[config.mk]
export PLATFORM = sky130hd
export DESIGN_NAME = trs_touch_cmd
export DESIGN_NICKNAME = d
export VERILOG_FILES = /design/src/inc/trs_pkg.sv /design/src/logic/trs_touch_cmd.sv
export SDC_FILE = /design/constraint.sdc
export NUM_CORES = 2
export LEC_CHECK = 0
export ABC_AREA = 1
export BUFFER_PORTS_ARGS = -buffer_cell sky130_fd_sc_hd__buf_2
export CAP_MARGIN = 10
export CORE_MARGIN = 2
export CORE_UTILIZATION = 45
export DETAILED_ROUTE_END_ITERATION = 16
export GPL_TIMING_DRIVEN = 0
export MAX_ROUTING_LAYER = met4
export PLACE_DENSITY_LB_ADDON = 0.25
export SYNTH_ARGS = -nofsm -noshare
export SYNTH_HDL_FRONTEND = slang
export SYNTH_SLANG_ARGS = --single-unit
[constraint.sdc]
create_clock -name sys_clk -period 18.97 [get_ports sys_clk]
set_clock_uncertainty 0.15 [all_clocks]
set_input_delay 3.794 -clock sys_clk [delete_from_list [all_inputs] [get_ports sys_clk]]
set_output_delay 3.794 -clock sys_clk [all_outputs]
set_load 0.02 [all_outputs]
[src/inc/trs_pkg.sv]
// Constants and types for the touch report select and calibration block.
// Assumes requests arrive already parsed from the control endpoint setup and data stages.
package trs_pkg;
   // ----------------------------------------
   // Request header and data stage codes
   // ----------------------------------------
   localparam logic [7:0] RQT_SET = 8'h21;
   localparam logic [7:0] REQ_SET_REPORT = 8'h09;
   localparam logic [15:0] VAL_FEATURE_3 = 16'h0303;
   localparam logic [15:0] IDX_ZERO = 16'h0000;
   localparam logic [15:0] LEN_EIGHT = 16'h0008;
   localparam logic [7:0] FEATURE_ID = 8'h03;
   localparam logic [7:0] SUB_SELECT = 8'h05;
   localparam logic [7:0] SUB_CALIBRATE = 8'h04;
   localparam logic [7:0] SEL_OFF = 8'h00;
   localparam logic [7:0] SEL_ON = 8'h01;
   localparam logic [7:0] SEL_HID = 8'h02;
   localparam logic [7:0] SEL_PACKED = 8'h03;
   localparam logic [7:0] SEL_UTILITY = 8'h06;
   localparam logic [7:0] SEL_RESTORE = 8'h07;
   localparam logic [7:0] CAL_EXTENDED = 8'h01;
   localparam logic [7:0] CAL_CORNER = 8'h02;
   // ----------------------------------------
   // Command status codes
   // ----------------------------------------
   localparam logic [7:0] ST_FAIL = 8'h00;
   localparam logic [7:0] ST_WAIT_LL = 8'h01;
   localparam logic [7:0] ST_WAIT_UR = 8'h02;
   localparam logic [7:0] ST_DONE = 8'h03;
   localparam logic [7:0] ST_SOFT_RESET = 8'h04;
   // ----------------------------------------
   // Report identifiers
   // ----------------------------------------
   localparam logic [7:0] STANDARD_REPORT_ID = 8'h01; // Value is arbitrary
   localparam logic [7:0] PACKED_REPORT_ID = 8'h02;
   localparam logic [7:0] UTILITY_REPORT_ID = 8'h07;
   // ----------------------------------------
   // Coordinate mapping
   // ----------------------------------------
   localparam logic [11:0] RAW_MAX = 12'hfff;
   localparam logic [11:0] RAW_HALF = 12'h800;
   localparam logic [9:0] TGT_LO = 10'h080;
   localparam logic [9:0] TGT_HI = 10'h37f;
   localparam logic [15:0] OUT_LO = {TGT_LO, 6'h00};
   localparam logic [15:0] OUT_HI = {TGT_HI, 6'h00};
   localparam logic [15:0] COORD_MIN = 16'h0000;
   localparam logic [15:0] COORD_MAX = 16'hffff;
   localparam int GAIN_FRAC = 4;
   localparam logic [19:0] CAL_NUM = {16'(OUT_HI - OUT_LO), 4'h0};
   localparam logic [11:0] DEF_BASE = {TGT_LO, 2'b00};
   localparam logic [19:0] DEF_GAIN = 20'(CAL_NUM / 20'({TGT_HI, 2'b00} - {TGT_LO, 2'b00}));
   localparam logic [4:0] DIV_STEPS = 5'h14;
   typedef enum logic [1:0] {
      CAL_IDLE = 2'b00,
      CAL_WAIT_LL = 2'b01,
      CAL_WAIT_UR = 2'b11,
      CAL_DIVIDE = 2'b10
   } trs_cal_state_type;
endpackage

[src/logic/trs_touch_cmd.sv]
// Report selection and two point calibration for a resistive touch controller.
// Assumes request fields, reset requests and touch samples come from logic on sys_clk.
`timescale 1ns/10ps
module trs_touch_cmd
   import trs_pkg::*;
(
   input wire logic sys_clk,
   input wire logic arst_n,
   input wire logic req_valid,
   input wire logic [7:0] req_type,
   input wire logic [7:0] req_code,
   input wire logic [15:0] req_value,
   input wire logic [15:0] req_index,
   input wire logic [15:0] req_length,
   input wire logic [7:0] req_byte0,
   input wire logic [7:0] req_byte1,
   input wire logic [7:0] req_byte2,
   input wire logic [7:0] req_byte4,
   input wire logic reset_req,
   input wire logic touch_valid,
   input wire logic [11:0] touch_x,
   input wire logic [11:0] touch_y,
   output logic ep0_ack,
   output logic ep0_stall,
   output logic int_rpt_valid,
   output logic [7:0] int_rpt_id,
   output logic ctl_rpt_valid,
   output logic [15:0] rpt_x,
   output logic [15:0] rpt_y,
   output logic [7:0] cmd_status,
   output logic reports_on,
   output logic packed_sel,
   output logic utility_mode,
   output logic nvm_wr,
   output logic nvm_mirror_x,
   output logic nvm_mirror_y
);
   // ----------------------------------------
   // Declarations
   // ----------------------------------------
   logic hdr_ok, sel_cmd, cal_cmd, sel_ok, cal_ok, quiet, cal_idle, ll_take, ur_take, ur_bad, div_done;
   trs_cal_state_type state_reg, state_next;
   logic [4:0] step_reg;
   logic [19:0] num_reg, quo_reg [2], gain_reg [2];
   logic on_reg, packed_reg, util_reg, ack_reg, stall_reg, int_vld_reg, ctl_vld_reg, nvm_wr_reg;
   logic [7:0] status_reg, int_id_reg;
   logic [11:0] raw [2], p1_reg [2], span_reg [2], base_reg [2];
   logic mir_reg [2], mir_act_reg [2];
   logic [12:0] rem_reg [2];
   logic [15:0] coord_next [2], coord_reg [2];
   logic [1:0] opp;

   // ----------------------------------------
   // Request decode
   // ----------------------------------------
   assign raw[0] = touch_x;
   assign raw[1] = touch_y;
   assign hdr_ok = req_type == RQT_SET && req_code == REQ_SET_REPORT && req_value == VAL_FEATURE_3
                   && req_index == IDX_ZERO && req_length == LEN_EIGHT;
   assign sel_cmd = req_valid && hdr_ok && req_byte1 == SUB_SELECT;
   assign cal_cmd = req_valid && hdr_ok && req_byte1 == SUB_CALIBRATE;
   // Unknown selectors count as unprocessable
   assign sel_ok = req_byte0 == FEATURE_ID
                   && req_byte4 inside {SEL_OFF, SEL_ON, SEL_HID, SEL_PACKED, SEL_UTILITY, SEL_RESTORE};
   assign cal_ok = req_byte2 inside {CAL_EXTENDED, CAL_CORNER};
   // Commands take priority; a touch in the same cycle is dropped by the calibration
   assign quiet = !sel_cmd && !cal_cmd && !reset_req;
   assign cal_idle = state_reg == CAL_IDLE;
   assign ll_take = quiet && state_reg == CAL_WAIT_LL && touch_valid;
   assign ur_take = quiet && state_reg == CAL_WAIT_UR && touch_valid && (&opp);
   assign ur_bad = quiet && state_reg == CAL_WAIT_UR && touch_valid && !(&opp);
   assign div_done = quiet && state_reg == CAL_DIVIDE && step_reg == DIV_STEPS;

   // ----------------------------------------
   // Report selection
   // ----------------------------------------
   always_ff @(posedge sys_clk or negedge arst_n) begin
      if (!arst_n) begin
         on_reg <= 1'b1;
         packed_reg <= 1'b0;
         util_reg <= 1'b0;
      end else if (reset_req) begin
         on_reg <= 1'b1;
         packed_reg <= 1'b0;
         util_reg <= 1'b0;
      end else if (sel_cmd && sel_ok) begin
         unique case (req_byte4)
            SEL_OFF: on_reg <= 1'b0;
            SEL_ON: on_reg <= 1'b1;
            SEL_HID: begin
               packed_reg <= 1'b0;
               util_reg <= 1'b0;
            end
            SEL_PACKED: begin
               packed_reg <= 1'b1;
               util_reg <= 1'b0;
            end
            SEL_UTILITY: util_reg <= 1'b1;
            // The normal choice is kept while in utility mode, so restore brings it back
            SEL_RESTORE: util_reg <= 1'b0;
            default: ;
         endcase
      end
   end

   // ----------------------------------------
   // Responses and command status
   // ----------------------------------------
   always_ff @(posedge sys_clk or negedge arst_n) begin
      if (!arst_n) begin
         ack_reg <= 1'b0;
         stall_reg <= 1'b0;
         nvm_wr_reg <= 1'b0;
      end else begin
         ack_reg <= (sel_cmd && sel_ok) || (cal_cmd && cal_ok);
         stall_reg <= (sel_cmd && !sel_ok) || (cal_cmd && !cal_ok);
         nvm_wr_reg <= div_done;
      end
   end

   always_ff @(posedge sys_clk or negedge arst_n) begin
      if (!arst_n) begin
         status_reg <= ST_DONE;
      end else if (reset_req) begin
         status_reg <= ST_SOFT_RESET;
      end else if (sel_cmd) begin
         status_reg <= sel_ok ? ST_DONE : ST_FAIL;
      end else if (cal_cmd) begin
         status_reg <= cal_ok ? ST_WAIT_LL : ST_FAIL;
      end else if (ll_take) begin
         status_reg <= ST_WAIT_UR;
      end else if (ur_bad) begin
         status_reg <= ST_FAIL;
      end else if (div_done) begin
         status_reg <= ST_DONE;
      end
   end

   // ----------------------------------------
   // Calibration sequencer
   // ----------------------------------------
   always_comb begin
      state_next = state_reg;
      if (reset_req) begin
         state_next = CAL_IDLE;
      end else if (cal_cmd) begin
         state_next = cal_ok ? CAL_WAIT_LL : CAL_IDLE;
      end else begin
         unique case (state_reg)
            CAL_IDLE: state_next = CAL_IDLE;
            CAL_WAIT_LL: if (ll_take) state_next = CAL_WAIT_UR;
            CAL_WAIT_UR: begin
               if (ur_take) begin
                  state_next = CAL_DIVIDE;
               end else if (ur_bad) begin
                  state_next = CAL_IDLE;
               end
            end
            CAL_DIVIDE: if (div_done) state_next = CAL_IDLE;
         endcase
      end
   end

   always_ff @(posedge sys_clk or negedge arst_n) begin
      if (!arst_n) begin
         state_reg <= CAL_IDLE;
         step_reg <= 5'h00;
         num_reg <= 20'h00000;
      end else begin
         state_reg <= state_next;
         step_reg <= (state_reg == CAL_DIVIDE && state_next == CAL_DIVIDE)
                     ? step_reg + 5'(step_reg != DIV_STEPS) : 5'h00;
         num_reg <= ur_take ? CAL_NUM : {num_reg[18:0], 1'b0};
      end
   end

   // ----------------------------------------
   // Per axis calibration and mapping
   // ----------------------------------------
   for (genvar a = 0; a < 2; a++) begin : g_axis
      logic [11:0] m_cal, m_run;
      logic [12:0] trial;
      logic signed [12:0] dlt;
      logic signed [33:0] prod, val;
      // First touch fixes the mirror; the second must land in the opposite quadrant
      assign m_cal = mir_reg[a] ? RAW_MAX - raw[a] : raw[a];
      assign m_run = mir_act_reg[a] ? RAW_MAX - raw[a] : raw[a];
      assign opp[a] = m_cal >= RAW_HALF;
      assign trial = {rem_reg[a][11:0], num_reg[19]};
      assign dlt = $signed({1'b0, m_run}) - $signed({1'b0, base_reg[a]});
      assign prod = dlt * $signed({1'b0, gain_reg[a]});
      assign val = (prod >>> GAIN_FRAC) + $signed({18'h00000, OUT_LO});
      // Saturate so the output never wraps outside the full scale
      assign coord_next[a] = val[33] ? COORD_MIN : (|val[32:16] ? COORD_MAX : val[15:0]);

      always_ff @(posedge sys_clk or negedge arst_n) begin
         if (!arst_n) begin
            mir_reg[a] <= 1'b0;
            p1_reg[a] <= 12'h000;
            span_reg[a] <= 12'h001;
            rem_reg[a] <= 13'h0000;
            quo_reg[a] <= 20'h00000;
         end else begin
            if (ll_take) begin
               mir_reg[a] <= raw[a] >= RAW_HALF;
               p1_reg[a] <= (raw[a] >= RAW_HALF) ? RAW_MAX - raw[a] : raw[a];
            end
            if (ur_take) begin
               span_reg[a] <= m_cal - p1_reg[a];
               rem_reg[a] <= 13'h0000;
               quo_reg[a] <= 20'h00000;
            end else if (state_reg == CAL_DIVIDE && step_reg != DIV_STEPS) begin
               if (trial >= {1'b0, span_reg[a]}) begin
                  rem_reg[a] <= trial - {1'b0, span_reg[a]};
                  quo_reg[a] <= {quo_reg[a][18:0], 1'b1};
               end else begin
                  rem_reg[a] <= trial;
                  quo_reg[a] <= {quo_reg[a][18:0], 1'b0};
               end
            end
         end
      end

      // Mapping only changes on success, so a failed or aborted run keeps the old one
      always_ff @(posedge sys_clk or negedge arst_n) begin
         if (!arst_n) begin
            base_reg[a] <= DEF_BASE;
            gain_reg[a] <= DEF_GAIN;
            mir_act_reg[a] <= 1'b0;
         end else if (div_done) begin
            base_reg[a] <= p1_reg[a];
            gain_reg[a] <= quo_reg[a];
            mir_act_reg[a] <= mir_reg[a];
         end
      end

      always_ff @(posedge sys_clk or negedge arst_n) begin
         if (!arst_n) begin
            coord_reg[a] <= COORD_MIN;
         end else if (touch_valid) begin
            coord_reg[a] <= coord_next[a];
         end
      end
   end

   // ----------------------------------------
   // Report streaming
   // ----------------------------------------
   // Touches are consumed by the calibration while it runs
   always_ff @(posedge sys_clk or negedge arst_n) begin
      if (!arst_n) begin
         int_vld_reg <= 1'b0;
         ctl_vld_reg <= 1'b0;
         int_id_reg <= STANDARD_REPORT_ID;
      end else begin
         int_vld_reg <= touch_valid && on_reg && !util_reg && cal_idle;
         ctl_vld_reg <= touch_valid && util_reg && cal_idle;
         int_id_reg <= packed_reg ? PACKED_REPORT_ID : STANDARD_REPORT_ID;
      end
   end

   // ----------------------------------------
   // Outputs
   // ----------------------------------------
   assign ep0_ack = ack_reg;
   assign ep0_stall = stall_reg;
   assign int_rpt_valid = int_vld_reg;
   assign int_rpt_id = int_id_reg;
   assign ctl_rpt_valid = ctl_vld_reg;
   assign rpt_x = coord_reg[0];
   assign rpt_y = coord_reg[1];
   assign cmd_status = status_reg;
   assign reports_on = on_reg;
   assign packed_sel = packed_reg;
   assign utility_mode = util_reg;
   assign nvm_wr = nvm_wr_reg;
   assign nvm_mirror_x = mir_act_reg[0];
   assign nvm_mirror_y = mir_act_reg[1];
endmodule

==> flow_summary.yaml <==
hold_path:
  min_path_type: "register to register"
  whs_endpoint: "int_rpt_id[1]$_DFF_PN0_"
  timing.hold.worst.start: "packed_sel$_DFFE_PN0P_"
  depth_of_the_worst_hold_timing_path: 0
power_and_ir_drop:
  power.ir.vdd_worst_mv: 0.0826
  post-layout-total-power_mw: 1.37
  p_sw_uw: 420
  power_density_nw_per_um2: 37.8
  p_int_uw: 954
  clockPowerShare_pct: 41.8
  p_sw_share_pct: 30.6
  seq_power_share_pct: 38.5
  power.share.combinational_pct: 19.7
  p_leak_nw: 19.3
logic_synthesis:
  yosysMostFrequentCell: "nand2_1"
  synth_top_flop_cell: "dfrtp_1"
  post_synth_instance_area_um2: 33300
  post_synth_num_cell_types: 55
  netlist.top_cell.by_area: "fa_1"
  synth_edf_count: 0
  synth.area.top_cells: "fa_1, dfrtp_1, nand2_1"
  synth_cells: 4456
  netlist_top_cells_count: "nand2_1, inv_1, fa_1, nor2_1, ha_1"
  synth.yosys.seq_area_share_pct: 18.2
  synth.top_cell.area_share_pct: 24.2
  postSynthRegisterBits: 242
  synth-async-reset-ratio_pct: 100
  synth-warning-count: 0
  avgSynthCellArea_um2: 7.47
finish:
  area.growth.synth_to_final_pct: 9.41
  nets: 5484
  final_cells: 5646
  sequential_cell_area_um2: 6070
  n_fill_cell: 7309
  multi_input_comb_area_um2: 23200
  layout-drive-gt1-share_pct: 7.90
  finished_core_util_pct: 49.8
routing:
  detail_route.iter0.violations: 1724
  drt-pass1-iter-count: 11
  vias: 28200
  detail-route-antenna-nets: 0
  wire_per_inst_um: 15.4
  via_per_inst: 5.00
  detail_route.wirelength_um: 86700
  detail_route.drc_violations: 4
clock_tree:
  number_of_buffers_created_by_cts: 28
  clock_path_buffers: 3
  cts_resized: 0
  clock_sinks: 242
  post_cts_hold_buffer_count: 0
  worst_setup_hold_path_clk_slew_ns: 0.06
  skew_pair_late_insertion_delay_ns: 0.61
  clock_root_buffer: "clkbuf_16"
  postCtsSetupRepairBufs: 0
  clock_tree.htree_level_count: 1
  tritoncts: "yes"
setup_path:
  timing.critical_path.slowest_cell_delay_ns: 0.68
  r2r_cells: 46
  critPathMostFrequentCell: "nand2_1"
  critical_path_class: "input port to register"
  critical_path.reg2reg.startpoint: "nvm_mirror_y$_DFFE_PN0P_"
  crit_path_start: "touch_y[11]"
  end_kind: "register"
  signal_arrival_time_at_the_worst_endpoint_ns: 13.04
  critPathRequiredTime_ns: 19.27
  largest_driver_fanout_on_the_critical_path: 10
  kind_of_start_point_of_the_critical_path: "input port"
  reg2reg_slack_ns: 8.82
  critical_path.reg2reg.endpoint: "rpt_y[11]$_DFFE_PN0P_"
  critical_path.slowest_cell: "buf_1"
die:
  floorplan.io_pins: 183
  dieHeight_um: 276
  floorplan.rows: 99
  initial_cell_density_of_the_core_pct: 45.5
  die_area_um2: 76100
  core_area_um2: 73100
  die-width_um: 276
grt:
  globalRouteTotalUtil_pct: 24.0
  global_route.overflow_total: 0
  grt_antenna_before_repair: 2
  grt_max_degree: 105
  grt_pass1_vias: 27800
  grt_pass1_wl_um: 142000
sta:
  final_period_minus_worst_setup_slack_ns: 12.74
  final-hold-violation-count: 0
  setup_tns_ns: 0
  rsz_0062_raised_after_global_routing: "no"
  final-setup-viol-count: 0
  final-max-slew-violation-count: 0
  clock.fmax_mhz: 78.5
  slew-limit-headroom_pct: 31.9
  tightestPinTransition_ns: 1.02
  fin_crit_sh_pct: 67.2
status:
  run_status: "finished, violations left"
  violations: "design-rule violations"
placed_design:
  finalWeightedCongestion: 0.947
  io_buffers: 169
  place.detailed.hpwl_um: 73200
  placed_cells: 5596
flow_run:
  drv.max_cap_violation_count: 0
-- logic make-up (layout without fill, tap and decap cells) --
kind of cell | after synthesis | after routing | share of synthesized area [%]
AOI/OAI and AO/OA | 351 | 351 | 5.74
DFF | 242 | 242 | 18.2
xor gates and xnor gates | 148 | 148 | 3.90
buffers and inverters | 1060 | 1279 | 12.2
adders and majority gates | 692 | 692 | 35.1
other | 1 | 13 | 0.0113
and+or+nand+nor | 1962 | 1962 | 24.8
-- routing by layer --
layer | vias up | global-route usage [%] | part of all wire [%]
met4 | 0 | 5.21 | 2.3
met1 | 13400 | 33.3 | 47
met3 | 128 | 3.51 | 6.4
met2 | 707 | 37.2 | 45
li1 | 13900 | - | -
met5 | - | - | 0
-- worst max-delay path, delay by kind of cell --
kind | cells | cell delay (ns)
xor+xnor | 1 | 0.18
compound gates | 2 | 0.30
buf+inv | 9 | 2.20
simple gates | 22 | 2.78
fa+ha+maj | 9 | 3.78
-- cell usage in the layout, fill, tap and decap left out, drive strengths merged, types with 6 or more instances in the layout --
cell type,synthesis,final
nand4,45,45
fa,402,402
buf,33,204
xnor2,70,70
and2,10,10
nor2,395,395
a21oi,93,93
nand3,173,173
xor2,78,78
conb,1,11
nor3,35,35
clkinv,15,21
clkbuf,97,132
o22ai,42,42
a31oi,6,6
dfstp,10,10
nand3b,8,8
nand2,1223,1223
o21ai,183,183
or2,40,40
nor4,24,24
inv,915,915
dfrtp,232,232
ha,290,290
-- stage by stage --
| stage | setup WS (ns) | instance area, um^2 | hold WS, ns |
|---|---|---|---|
| floorplan | 7.51 | 33300 | 0.263 |
| global placement | 5.91 | 35300 | 0.266 |
| detailed placement | 5.76 | 35400 | 0.265 |
| CTS | 6.31 | 36400 | 0.280 |
| global route | 5.61 | 36400 | 0.291 |
| finish | 6.23 | 36400 | 0.283 |
-- power groups by stage --
stage | registers (mW) | clock network [mW] | logic [mW]
floorplan | 0.549 | 0 | 0.159
global placement | 0.539 | 0 | 0.265
detailed placement | 0.539 | 0 | 0.269
CTS | 0.530 | 0.586 | 0.271
global route | 0.530 | 0.607 | 0.304
finish | 0.529 | 0.574 | 0.271
-- worst max-delay path by stage --
stage,to,cells after the start
CTS,rpt_y[11]$_DFFE_PN0P_,43
detailed placement,rpt_y[6]$_DFFE_PN0P_,43
finish,rpt_y[11]$_DFFE_PN0P_,43
global placement,rpt_y[11]$_DFFE_PN0P_,43
floorplan,rpt_y[4]$_DFFE_PN0P_,43
global route,rpt_y[6]$_DFFE_PN0P_,43
-- cell type report --
type	instances	share of cell area [%]
antenna	2	0.0138
buffer	130	1.57
clock buffer	35	2.11
clock inverter	13	0.574
inverter	930	9.59
multi-input combinational	3164	63.7
sequential	242	16.7
tap	959	3.30
timing repair buffer	171	2.50
No activity file was read; power rests on OpenSTA's default activity.
